**config.mk**
```make
export PLATFORM = sky130hd
export DESIGN_NAME = rgl_top
export DESIGN_NICKNAME = d
export VERILOG_FILES = /design/src/include/rgl_pkg.sv /design/src/hdl/rgl_guard.sv /design/src/hdl/rgl_top.sv
export SDC_FILE = /design/constraint.sdc
export NUM_CORES = 1
export LEC_CHECK = 0
export BUFFER_PORTS_ARGS = -buffer_cell sky130_fd_sc_hd__clkbuf_2
export CORE_ASPECT_RATIO = 0.7
export CORE_MARGIN = 2
export CORE_UTILIZATION = 30
export CTS_BUF_LIST = sky130_fd_sc_hd__clkbuf_8
export DETAILED_ROUTE_END_ITERATION = 6
export GPL_ROUTABILITY_DRIVEN = 0
export GPL_TIMING_DRIVEN = 0
export MAX_ROUTING_LAYER = met4
export PLACE_DENSITY = 0.51
export SYNTH_ARGS = -nofsm -noshare
export SYNTH_HDL_FRONTEND = slang
export SYNTH_SLANG_ARGS = --single-unit
```
**constraint.sdc**
```tcl
create_clock -name CLK -period 3.4 [get_ports CLK]
set_clock_uncertainty 0.1 [all_clocks]
set_input_delay 0.85 -clock CLK [delete_from_list [all_inputs] [get_ports CLK]]
set_output_delay 0.85 -clock CLK [all_outputs]
set_load 0.1 [all_outputs]
```
**src/include/rgl_pkg.sv**
```systemverilog
package rgl_pkg;

	// ==========================================================
	// Register map (byte addresses, one 32-bit word each)
	localparam logic [7:0] GRD_CTRL_OFS   = 8'h00;
	localparam logic [7:0] GRD_STAT_OFS   = 8'h04;
	localparam logic [7:0] GRD_CLEAR_OFS  = 8'h08;
	localparam logic [7:0] THR_BASE_OFS   = 8'h10;
	localparam logic [7:0] DLY_BASE_OFS   = 8'h20;
	localparam logic [7:0] DEF_BASE_OFS   = 8'h30;
	localparam logic [7:0] LIMIT_BASE_OFS = 8'h40;
	localparam logic [7:0] LOAD_CTRL_OFS  = 8'h60;
	localparam logic [7:0] LOAD_STAT_OFS  = 8'h64;
	localparam logic [7:0] MODE_CAT_OFS   = 8'h68;

	// ==========================================================
	// Guard indices: 0 high volt, 1 low volt, 2 high freq, 3 low freq
	localparam int NUM_GUARDS = 4;
	localparam int NUM_PHASES = 3;
	localparam int GUARD_HV   = 0;
	localparam int GUARD_LV   = 1;
	localparam int GUARD_HF   = 2;
	localparam int GUARD_LF   = 3;

	// Thresholds in milli-units (mV or mHz)
	localparam logic [31:0] HV_MIN_MILLI  = 32'h0000_0000;
	localparam logic [31:0] HV_MAX_MILLI  = 32'h0007_5300; // 480.000
	localparam logic [31:0] FRQ_MIN_MILLI = 32'h0000_0000;
	localparam logic [31:0] FRQ_MAX_MILLI = 32'h000f_4240; // 1000.000
	localparam logic [31:0] HV_DEF_MILLI  = 32'h0003_a980; // 240.000
	localparam logic [31:0] LV_DEF_MILLI  = 32'h0000_0000;
	localparam logic [31:0] HF_DEF_MILLI  = 32'h0000_fde8; // 65.000
	localparam logic [31:0] LF_DEF_MILLI  = 32'h0000_afc8; // 45.000

	// Trip delay stored in units of 100 us (0.1000 s = 1000)
	localparam int          CLK_HZ         = 100_000_000;
	localparam int          DLY_UNIT_US    = 100;
	localparam int          DLY_UNIT_CYC   = CLK_HZ / 1_000_000 * DLY_UNIT_US;
	localparam logic [31:0] DLY_MIN_UNITS  = 32'h0000_03e8; // 0.1000 s
	localparam logic [31:0] DLY_MAX_UNITS  = 32'h0001_86a0; // 10.000 s
	localparam logic [31:0] DLY_DEF_UNITS  = DLY_MIN_UNITS;

	// Load and guard control bit positions
	localparam int LC_MODE_LSB   = 0;
	localparam int LC_FAST_BIT   = 2;
	localparam int LC_RECT_LSB   = 4;
	localparam int LC_ROLE_BIT   = 8;
	localparam int GC_EN_LSB     = 0;
	localparam int GC_OUT_EN_BIT = 8;

	typedef enum logic [1:0] {
		RGL_MODE_CC = 2'h0,
		RGL_MODE_CR = 2'h1,
		RGL_MODE_CP = 2'h2,
		RGL_MODE_CE = 2'h3
	} rgl_mode_t;

	// Catalog word: four codes in ascending order, one per byte
	localparam logic [31:0] MODE_CATALOG = 32'h0302_0100;

endpackage : rgl_pkg

```
**src/hdl/rgl_guard.sv**
```systemverilog
`timescale 1ns/1ns
`default_nettype none
module rgl_guard
	import rgl_pkg::*;
#(
	parameter int UNIT_CYC = DLY_UNIT_CYC
) (
	input  wire logic        clk,
	input  wire logic        rst_b,
	input  wire logic        enable,
	input  wire logic        violation,
	input  wire logic [31:0] delay_units,
	input  wire logic        clear,
	output logic             tripped
);
	import rgl_pkg::*;

	logic [13:0] pre_q;
	logic [31:0] units_q;
	wire         active   = enable & violation;
	// Unit length must fit the 14-bit prescaler
	wire         unit_tick = (pre_q == 14'(UNIT_CYC - 1));
	wire         expire   = active & unit_tick & (units_q + 32'h1 >= delay_units);

	// ==========================================================
	// Persistence timer restarts when the condition drops
	always_ff @(posedge clk or negedge rst_b) begin
		if (!rst_b) begin
			pre_q   <= 14'h0;
			units_q <= 32'h0;
		end else if (!active) begin
			pre_q   <= 14'h0;
			units_q <= 32'h0;
		end else if (unit_tick) begin
			pre_q   <= 14'h0;
			units_q <= units_q + 32'h1;
		end else begin
			pre_q <= pre_q + 14'h1;
		end
	end

	// Trip wins over a clear in the same cycle; stays until cleared
	always_ff @(posedge clk or negedge rst_b) begin
		if (!rst_b)
			tripped <= 1'b0;
		else if (expire)
			tripped <= 1'b1;
		else if (clear)
			tripped <= 1'b0;
	end

endmodule : rgl_guard
`default_nettype wire

```
**src/hdl/rgl_top.sv**
```systemverilog
`timescale 1ns/1ns
`default_nettype none
module rgl_top
	import rgl_pkg::*;
#(
	parameter logic [31:0] HV_DEF = HV_DEF_MILLI,
	parameter logic [31:0] LV_DEF = LV_DEF_MILLI,
	parameter logic [31:0] HF_DEF = HF_DEF_MILLI,
	parameter logic [31:0] LF_DEF = LF_DEF_MILLI,
	// Cycles per delay unit; only a bench shortens it
	parameter int          UNIT_CYC = DLY_UNIT_CYC
) (
	input  wire logic        CLK,
	input  wire logic        RST_B,
	input  wire logic [7:0]  AVS_ADDRESS,
	input  wire logic        AVS_READ,
	input  wire logic        AVS_WRITE,
	input  wire logic [31:0] AVS_WRITEDATA,
	output logic [31:0]      AVS_READDATA,
	output logic             AVS_WAITREQUEST,
	input  wire logic [31:0] VOLT_RMS_MILLI,
	input  wire logic [31:0] FREQ_MILLI,
	input  wire logic        LOAD_OPTION_FITTED,
	input  wire logic        TRACKER_LOCKED,
	input  wire logic        FAST_SYNC_LOCKED,
	output logic             OUTPUT_ENABLE,
	output logic             LOAD_ACTIVE,
	output logic [1:0]       LOAD_MODE,
	output logic             FAST_SYNC_SEL,
	output logic [2:0]       RECT_EMU_EN,
	output logic             LOAD_CURRENT_ZERO
);
	import rgl_pkg::*;

	// ==========================================================
	// Pin synchronisers
	logic [1:0] fit_s_q;
	logic [1:0] trk_s_q;
	logic [1:0] fst_s_q;
	// Torn measurement words last one cycle and only restart a timer
	logic [31:0] volt_s1_q;
	logic [31:0] volt_s2_q;
	logic [31:0] freq_s1_q;
	logic [31:0] freq_s2_q;

	always_ff @(posedge CLK or negedge RST_B) begin
		if (!RST_B) begin
			fit_s_q   <= 2'h0;
			trk_s_q   <= 2'h0;
			fst_s_q   <= 2'h0;
			volt_s1_q <= 32'h0;
			volt_s2_q <= 32'h0;
			freq_s1_q <= 32'h0;
			freq_s2_q <= 32'h0;
		end else begin
			fit_s_q   <= {fit_s_q[0], LOAD_OPTION_FITTED};
			trk_s_q   <= {trk_s_q[0], TRACKER_LOCKED};
			fst_s_q   <= {fst_s_q[0], FAST_SYNC_LOCKED};
			volt_s1_q <= VOLT_RMS_MILLI;
			volt_s2_q <= volt_s1_q;
			freq_s1_q <= FREQ_MILLI;
			freq_s2_q <= freq_s1_q;
		end
	end

	// ==========================================================
	// Helpers
	function automatic logic [31:0] clamp(input logic [31:0] v,
		input logic [31:0] lo, input logic [31:0] hi);
		clamp = (v < lo) ? lo : ((v > hi) ? hi : v);
	endfunction : clamp

	function automatic logic [31:0] thr_max(input logic [1:0] g);
		thr_max = (g < 2'h2) ? HV_MAX_MILLI : FRQ_MAX_MILLI;
	endfunction : thr_max

	// ==========================================================
	// Bus decode
	wire        acc       = AVS_READ | AVS_WRITE;
	wire        new_req   = acc & AVS_WAITREQUEST;
	wire        wr_take   = AVS_WRITE & new_req;
	wire [1:0]  gidx      = AVS_ADDRESS[3:2];
	wire        hit_ctrl  = (AVS_ADDRESS == GRD_CTRL_OFS);
	wire        hit_stat  = (AVS_ADDRESS == GRD_STAT_OFS);
	wire        hit_clr   = (AVS_ADDRESS == GRD_CLEAR_OFS);
	wire        hit_thr   = (AVS_ADDRESS[7:4] == THR_BASE_OFS[7:4]);
	wire        hit_dly   = (AVS_ADDRESS[7:4] == DLY_BASE_OFS[7:4]);
	wire        hit_def   = (AVS_ADDRESS[7:4] == DEF_BASE_OFS[7:4]);
	wire        hit_lim   = (AVS_ADDRESS[7:5] == LIMIT_BASE_OFS[7:5]);
	wire        hit_lctl  = (AVS_ADDRESS == LOAD_CTRL_OFS);
	wire        hit_lstat = (AVS_ADDRESS == LOAD_STAT_OFS);
	wire        hit_cat   = (AVS_ADDRESS == MODE_CAT_OFS);
	wire        lim_max   = AVS_ADDRESS[4];

	// ==========================================================
	// Configuration registers
	logic [3:0]  guard_en_q;
	logic        out_en_q;
	logic [31:0] thr_q [NUM_GUARDS];
	logic [31:0] dly_q [NUM_GUARDS];
	logic        role_load_q;
	logic [1:0]  mode_q;
	logic        fast_q;
	logic [2:0]  rect_q;
	logic [3:0]  tripped;
	wire         any_trip = |tripped;
	wire  [3:0]  clr_vec  = (wr_take & hit_clr) ? AVS_WRITEDATA[3:0] : 4'h0;
	wire  [2:0]  rect_wd  = AVS_WRITEDATA[LC_RECT_LSB +: 3];
	wire         load_ok  = fit_s_q[1] & role_load_q;

	always_ff @(posedge CLK or negedge RST_B) begin
		if (!RST_B) begin
			guard_en_q  <= 4'h0;
			out_en_q    <= 1'b0;
			role_load_q <= 1'b0;
			mode_q      <= RGL_MODE_CC;
			fast_q      <= 1'b0;
			rect_q      <= 3'h0;
		end else begin
			if (wr_take & hit_ctrl) begin
				guard_en_q <= AVS_WRITEDATA[GC_EN_LSB +: 4];
				// Re-enable refused while any flag stands
				out_en_q   <= AVS_WRITEDATA[GC_OUT_EN_BIT] & ~any_trip;
			end else if (any_trip) begin
				out_en_q <= 1'b0;
			end
			if (wr_take & hit_lctl) begin
				role_load_q <= AVS_WRITEDATA[LC_ROLE_BIT];
				if (load_ok) begin
					mode_q <= AVS_WRITEDATA[LC_MODE_LSB +: 2];
					fast_q <= AVS_WRITEDATA[LC_FAST_BIT];
					// Zero phase field copies bit 7 to all phases
					rect_q <= (rect_wd == 3'h0) ?
						{3{AVS_WRITEDATA[7]}} : rect_wd;
				end
			end
		end
	end

	for (genvar g = 0; g < NUM_GUARDS; g++) begin : g_cfg
		always_ff @(posedge CLK or negedge RST_B) begin
			if (!RST_B) begin
				thr_q[g] <= (g < 2) ? ((g == 0) ? HV_DEF : LV_DEF) :
					((g == 2) ? HF_DEF : LF_DEF);
				dly_q[g] <= DLY_DEF_UNITS;
			end else if (wr_take && gidx == 2'(g)) begin
				if (hit_thr)
					thr_q[g] <= clamp(AVS_WRITEDATA, 32'h0,
						thr_max(2'(g)));
				if (hit_dly)
					dly_q[g] <= clamp(AVS_WRITEDATA, DLY_MIN_UNITS,
						DLY_MAX_UNITS);
			end
		end
	end

	// ==========================================================
	// Guards
	wire [3:0] viol;
	assign viol[GUARD_HV] = volt_s2_q > thr_q[GUARD_HV];
	assign viol[GUARD_LV] = volt_s2_q < thr_q[GUARD_LV];
	assign viol[GUARD_HF] = freq_s2_q > thr_q[GUARD_HF];
	assign viol[GUARD_LF] = freq_s2_q < thr_q[GUARD_LF];

	for (genvar g = 0; g < NUM_GUARDS; g++) begin : g_guard
		rgl_guard #(.UNIT_CYC(UNIT_CYC)) u_guard (
			.clk         (CLK),
			.rst_b       (RST_B),
			.enable      (guard_en_q[g]),
			.violation   (viol[g]),
			.delay_units (dly_q[g]),
			.clear       (clr_vec[g]),
			.tripped     (tripped[g])
		);
	end

	// ==========================================================
	// Sync and load output drive
	// Tracker is slow to flag loss; FAST_SYNC_LOCKED can be selected in its place
	wire locked = fast_q ? fst_s_q[1] : trk_s_q[1];

	always_ff @(posedge CLK or negedge RST_B) begin
		if (!RST_B) begin
			OUTPUT_ENABLE     <= 1'b0;
			LOAD_ACTIVE       <= 1'b0;
			LOAD_MODE         <= RGL_MODE_CC;
			FAST_SYNC_SEL     <= 1'b0;
			RECT_EMU_EN       <= 3'h0;
			LOAD_CURRENT_ZERO <= 1'b1;
		end else begin
			OUTPUT_ENABLE     <= out_en_q & ~any_trip;
			LOAD_ACTIVE       <= load_ok;
			LOAD_MODE         <= mode_q;
			FAST_SYNC_SEL     <= fast_q;
			RECT_EMU_EN       <= rect_q & {3{load_ok}};
			LOAD_CURRENT_ZERO <= ~locked | ~load_ok;
		end
	end

	// ==========================================================
	// Read mux
	logic [31:0] rd_d;
	wire  [31:0] lim_val = lim_max ? thr_max(gidx) : HV_MIN_MILLI;
	wire  [31:0] def_val = (gidx == 2'h0) ? HV_DEF : (gidx == 2'h1) ?
		LV_DEF : (gidx == 2'h2) ? HF_DEF : LF_DEF;

	always_comb begin
		rd_d = 32'h0;
		if (hit_ctrl)
			rd_d = {23'h0, out_en_q, 4'h0, guard_en_q};
		else if (hit_stat)
			rd_d = {28'h0, tripped};
		else if (hit_thr)
			rd_d = thr_q[gidx];
		else if (hit_dly)
			rd_d = dly_q[gidx];
		else if (hit_def)
			rd_d = def_val;
		else if (hit_lim)
			rd_d = lim_val;
		else if (hit_lctl)
			rd_d = {23'h0, role_load_q, 1'b0, rect_q, 1'b0,
				fast_q, mode_q};
		else if (hit_lstat)
			rd_d = {29'h0, load_ok, locked, fit_s_q[1]};
		else if (hit_cat)
			rd_d = MODE_CATALOG;
	end

	// One wait cycle then answer; unmapped reads return zero
	always_ff @(posedge CLK or negedge RST_B) begin
		if (!RST_B) begin
			AVS_WAITREQUEST <= 1'b1;
			AVS_READDATA    <= 32'h0;
		end else begin
			AVS_WAITREQUEST <= ~new_req;
			if (AVS_READ & new_req)
				AVS_READDATA <= rd_d;
		end
	end

endmodule : rgl_top
`default_nettype wire

```
Word level (Yosys, flattened, before mapping):

Index checks and enable logic that the tools add are counted.

* input bits: 111
* bits in registers: 632
* word-level logic and storage cells: 190
* output and inout port bits: 42

* reduce and logical (&&, ||, !) cells: 22
* $lt $le $gt $ge: 15
* multiplexer cells: 55
* bitwise operators: 29
* equal/unequal tests: 20
* add/subtract/negate cells: 8

Operators with widths (number)
* two-way mux 32 bit: 22
* two-way mux 26 bit: 5
* adder 32 x 1 -> 32 bit (second input constant): 4
* binary-select mux 32 bit (select 2 bit): 2
* >= comparator 32 bit: 4
* two-way mux 14 bit: 8
* > comparator 32 bit: 2
* < comparator 32 bit: 2
* adder 14 x 1 -> 14 bit (second input constant): 4
* == test 14 bit (second input constant): 4
* two-way mux 20 bit: 2
* > comparator 32 x 17 -> 1 bit (second input constant): 1
* > comparator 32 x 19 -> 1 bit (second input constant): 1
* > comparator 32 x 20 -> 1 bit (second input constant): 1
* < comparator 32 x 1 -> 1 bit (second input constant): 1
* < comparator 32 x 10 -> 1 bit (second input constant): 1
* == test 8 x 7 -> 1 bit (second input constant): 3
* AND 1 bit: 21
* two-way mux 18 bit: 1
* AND reduction 2 bit: 9
* two-way mux 16 bit: 1
* two-way mux 15 bit: 1
* two-way mux 1 bit: 11
* nonzero test 2 bit: 5
* other kinds (21): 33

Depth between registers and ports, before layout:

* depth in word-level cells: 10
* gate-level depth with buffers: 16
* gate-level depth less buffers: 15

Hierarchy:

From an unflattened synthesis, not the netlist that was laid out.

* cell total of the unflattened synthesis: 3323
* area total of the unflattened synthesis: 34197.8 µm²

By module, submodules not included
* rgl_top: seq. area each 11177.0 µm², area an instance 19769.0 µm², times used 1, cells an instance 1635
* rgl_guard: seq. area each 1176.1 µm², area an instance 3607.2 µm², times used 4, cells an instance 422

Worst setup path before layout:

Ideal clock, no wire load.

* path type: register to register
* from: register g_guard[2].u_guard.units_q[7]
* to: register g_guard[2].u_guard.tripped
* period minus slack after synthesis: 3210 ps
* data required time: 3165 ps
* stages on the path, launching flop included: 15
* library setup time: 135 ps
* buffers on the path: 1
* path slack: 190 ps
* arrival: 2976 ps
* cell sequence: dfrtp_1 > clkbuf_1 > nand4_1 > nor4_2 > nand4_1 > or2_2 > xnor2_1 > ha_1 > a21o_1 > a21o_1 > a21oi_1 > nand2_1 > o31a_1 > a2111oi_0 > o31ai_1

* word-level cells in the longest chain between the ends: 4
* elaborated cells on any way between the ends: 5
* those cells by class: add/sub (1); order compare (1); mux (1); bitwise (1); reduce/logical (1)

RTL lines
* from (decl): line rgl_guard.sv:19 `logic [31:0] units_q;`
* from (signal assigned): line rgl_guard.sv:36 `units_q <= units_q + 32'h1;`
* adder 32 x 1 -> 32 bit (*): line rgl_guard.sv:23 `wire expire = active & unit_tick & (units_q + 32'h1 >= delay_units);`
* >= comparator 32 bit (*): line rgl_guard.sv:23
* AND 1 bit (*): line rgl_guard.sv:23
* two-way mux 1 bit or nonzero test 2 bit (tied branches)
* to (signal assigned): line rgl_guard.sv:45 `tripped <= 1'b0;`
* to (signal assigned): line rgl_guard.sv:47 `tripped <= 1'b1;`
* to (signal assigned): line rgl_guard.sv:49 `tripped <= 1'b0;`
* to (decl): line rgl_guard.sv:14 `output logic tripped`

Mark *: on every way between the ends. The rest lies on a longest branch, timed or not.
A chain may end at the register's enable or synchronous reset.

Final worst setup path:

* from: register g_guard[1].u_guard.units_q[0]
* to: register g_guard[1].u_guard.tripped

* word-level cells in the longest chain between the ends: 4
* elaborated cells on any way between the ends: 5
* those cells by class: add/sub (1); order compare (1); mux (1); bitwise (1); reduce/logical (1)

RTL lines (line)
* from (decl): rgl_guard.sv:19
* from (signal assigned): rgl_guard.sv:36
* adder 32 x 1 -> 32 bit (*): rgl_guard.sv:23
* >= comparator 32 bit (*): rgl_guard.sv:23
* AND 1 bit (*): rgl_guard.sv:23
* two-way mux 1 bit or nonzero test 2 bit (tied branches)
* to (signal assigned): rgl_guard.sv:45
* to (signal assigned): rgl_guard.sv:47
* to (signal assigned): rgl_guard.sv:49
* to (decl): rgl_guard.sv:14

Marked as above.

==> run summary <==
EDFF count, synth - 0
Top-area cell type share of the netlist area - 42.85%
Via/cell ratio - 4.918
Final hold violation count - 0
CTS Buf Count - 98
GRT Resource Usage Total - 19.54%
Crit path required time - 4.00 ns
Synthesis-to-finish area growth - 19.58%
Final WS setup - -0.02912 ns
Commonest non-fill, non-tap cell in the layout - dfrtp_1
Family with the most delay on the worst path - simple AND/OR/NAND/NOR gates
Crit Path Class - register to register
Tot Pwr - 18530 µW
# rows - 103
Slew HR - 21.88%
Worst skew pair latency - 0.81 ns
Final min period - 3.429 ns
Hold worst-path end - volt_s1_q[17]
Max Cap Viol - 0
Clock root buffer - clkbuf_8
DRC - 0
Max VDD drop - 360.4 µV
Final Cycle Share - 100.9%
Fill cell count - 11420
Mean Syn Cell Area - 9.913 µm²
Die area - 115500 µm²
Synth area leaders - dfrtp_1 43%, ha_1 9.7%, nor2_1 4.3%, dfstp_2 4.1%, mux4_2 3.9%
Commonest non-fill, non-tap cells in the layout - 560 x dfrtp_1, 375 x nor2_1, 336 x nand2_1
Hold-critical path depth - 1
CP Launch Type - register
Initial antenna violation count - 10
Area of the core - 112200 µm²
Post-DP HPWL - 84010 µm
Worst-case reg-to-reg path depth - 14
Remaining global-route overflow - 0
Slew Limit Fails - 0
Syn Inst Count - 3411
Outcome - complete, but fails checks
HP Class - input pin to register
Port Buffers - 140
Die span in x - 405.3 µm
Vias in the first global route - 25500
Bufs and invs on worst path - 1
Bufs on Longest Clock Path - 3
Share of cells above drive strength 1 - 17.76%
Setup crit end kind - register
First-pass GRT wire length - 164200 µm
CP max FO - 7
Cell Area, Synth - 33810 µm²
Placed Instance Area - 36590 µm²
Clock sink total - 632
Cell Count Post-Placement - 5079
Reg-to-reg slack, setup - -0.03 ns
Asr flop ratio synth - 100.0%
Data arrival, critical path - 4.03 ns
IO Pins - 153
Post-layout instance area - 40430 µm²
DRT antenna net count - 0
RSZ-0062 raised after global routing - true
Cell taking the most area after synthesis - dfrtp_1
Crit-path slowest cell - dfrtp_2
Sequential share of the synthesized area - 46.97%
Critical path's largest stage delay - 0.47 ns
Crit-path cells - ha_4, and3_4, and3_1, buf_6, and4_4, nand3_2, xnor2_1, ha_1, and4_1, a221oi_2, nand2_1, o21ai_2, o211ai_1, a22o_1
Hold Path Origin - VOLT_RMS_MILLI[17]
Worst-Margin Slew - 1.172 ns
Fmax - 291.6 MHz
Final #Nets - 4145
Final setup fails - 1
Final WL - 110400 µm
TritonCTS clock tree - built
Die span in y - 284.9 µm
DRT iter0 DRCs - 2412
Initial core utilization - 30.12%
Mapped Nets - 3784
Clock transition at the registers of the reported paths - 0.07 ns
Fin cells - 5388
FF-to-FF End - g_guard[1].u_guard.tripped
R2R Path Start - g_guard[1].u_guard.units_q[0]
PD cells - 458.4 nW/µm²
Yosys warnings - 0
Primary FF master, synth - dfrtp_1
Largest net degree at the start of global routing - 111
Via count - 26500
TritonRoute pass-1 iters - 5
Synth cell types - 86
Wirelength per Cell - 20.50 µm
H-Tree Depth - 3
Failing checks - setup timing
Register bit total from synthesis - 632
Leak - 0.01829 µW
[worst reg2reg max path: stages (launching register included)]
cell and delay [ns]:
dfrtp_2 0.47, ha_4 0.18, and3_4 0.19, and3_1 0.18, buf_6 0.13, and4_4 0.30, nand3_2 0.10, xnor2_1 0.14
ha_1 0.33, and4_1 0.19, a221oi_2 0.31, nand2_1 0.11, o21ai_2 0.13, o211ai_1 0.20, a22o_1 0.26
[how the worst max path moves through the flow]
| stage | start | endpoint | slack (ns) | cells after the start |
|---|---|---|---|---|
| floorplan | g_guard[2].u_guard.units_q[7] | g_guard[2].u_guard.tripped | 0.19 | 14 |
| global placement | RST_B | g_guard[1].u_guard.pre_q[0] | -14.31 | 1 |
| detailed placement | AVS_ADDRESS[2] | AVS_READDATA[23] | -0.57 | 7 |
| CTS | g_guard[3].u_guard.units_q[9] | g_guard[3].u_guard.tripped | -0.1 | 14 |
| global route | g_guard[1].u_guard.units_q[0] | g_guard[1].u_guard.tripped | -0.17 | 15 |
| finish | g_guard[1].u_guard.units_q[0] | g_guard[1].u_guard.tripped | -0.03 | 14 |
[stage by stage]
stage	utilization [%]	hold slack (ns)	TNS (ns)	setup WS [ns]
6_report	36.02	0.05758	-0.02912	-0.02912
4_1_cts	35.48	0.0003876	-0.09556	-0.09556
3_5_place_dp	32.60	0.2347	-41.79	-0.5656
2_1_floorplan	-	0.2312	0	0.1898
3_3_place_gp	32.44	0.2336	-8739.61	-14.31
5_1_grt	36.02	-0.01194	-0.5296	-0.1743
[metal layers]
layer	vias to the layer above	track usage (%)	share of wire (%)	wire [µm]
met2	893	23.76	38	41600
met3	112	7.398	11	12030
li1	12430	-	-	-
met4	0	4.058	1.2	1343
met5	-	-	0	0
met1	13060	29.69	50	55460
[cell type report]
type	instances	area, µm²	area share [%]
diodes	9	22.52	0.05570
plain buffers	144	670.6	1.659
clock buffers	126	1734	4.289
clock inverters	59	534.3	1.321
inverters	279	1047	2.590
multi-input cells	2350	16690	41.28
flip-flops and latches	632	15910	39.34
well taps	1522	1904	4.710
repair buffers	267	1923	4.756
[synth_stat cells, types with 6 or more instances]
cell type,number
o211ai_1,8
dfrtp_1,579
mux2_2,19
inv_1,279
a211oi_1,12
xnor2_1,146
nor3_1,69
nand2_1,340
and4_1,18
nor4_1,14
o22ai_1,30
and2_1,11
nor2_1,387
clkbuf_1,97
a22oi_1,14
nor3_2,7
a2111oi_0,8
nand4_1,68
nand3_1,101
o21ai_0,171
o21a_1,8
nor2b_1,22
xor2_1,134
buf_4,6
dfstp_2,53
mux4_2,58
or2_2,7
nand3_2,10
o31ai_1,7
a31oi_1,6
a21o_1,49
buf_2,39
a221oi_1,10
and3_1,52
a21oi_1,156
mux2i_1,11
nand2b_1,17
o21ai_1,24
nor3b_1,7
or3_1,17
ha_1,262
[registers in the layout, indices dropped and copies added (netlist names), 32 cells and up]
register                 cells
g_guard.u_guard.pre_q       56
freq_s1_q                   32
freq_s2_q                   32
thr_q                      128
g_guard.u_guard.units_q    128
volt_s2_q                   32
dly_q                      128
AVS_READDATA                32
volt_s1_q                   32
[logic make-up (layout without fill, tap and decap cells)]
group                    count (synthesis)  after routing  synth area share, %
buffers and inverters                  429            875                5.043
flip-flops                             632            632                46.97
multiplexers                            89             89                4.866
AND/OR/NAND/NOR                       1174           1174                16.51
other                                    0              9                    0
adder cells (fa/ha/maj)                262            262                9.695
AO/OA/AOI/OAI                          545            545                9.665
XOR/XNOR                               280            280                7.253
[where the power goes]
group / internal (µW) / total [µW] / switching (µW)
registers: 8060 / 8510 / 452
clock network: 4110 / 7480 / 3370
logic: 891 / 2540 / 1650
total: 13100 / 18500 / 5480
[repair_timing]
item / CTS / global route
endpoints found under the setup margin: 108 / 138
pin swaps: 20 / 67
gates resized for setup: 57 / 86
hold buffers: 53 / 0
setup buffers: 30 / 38
endpoints found under the hold margin: 84 / 0
(Power assumes the default switching activity.)
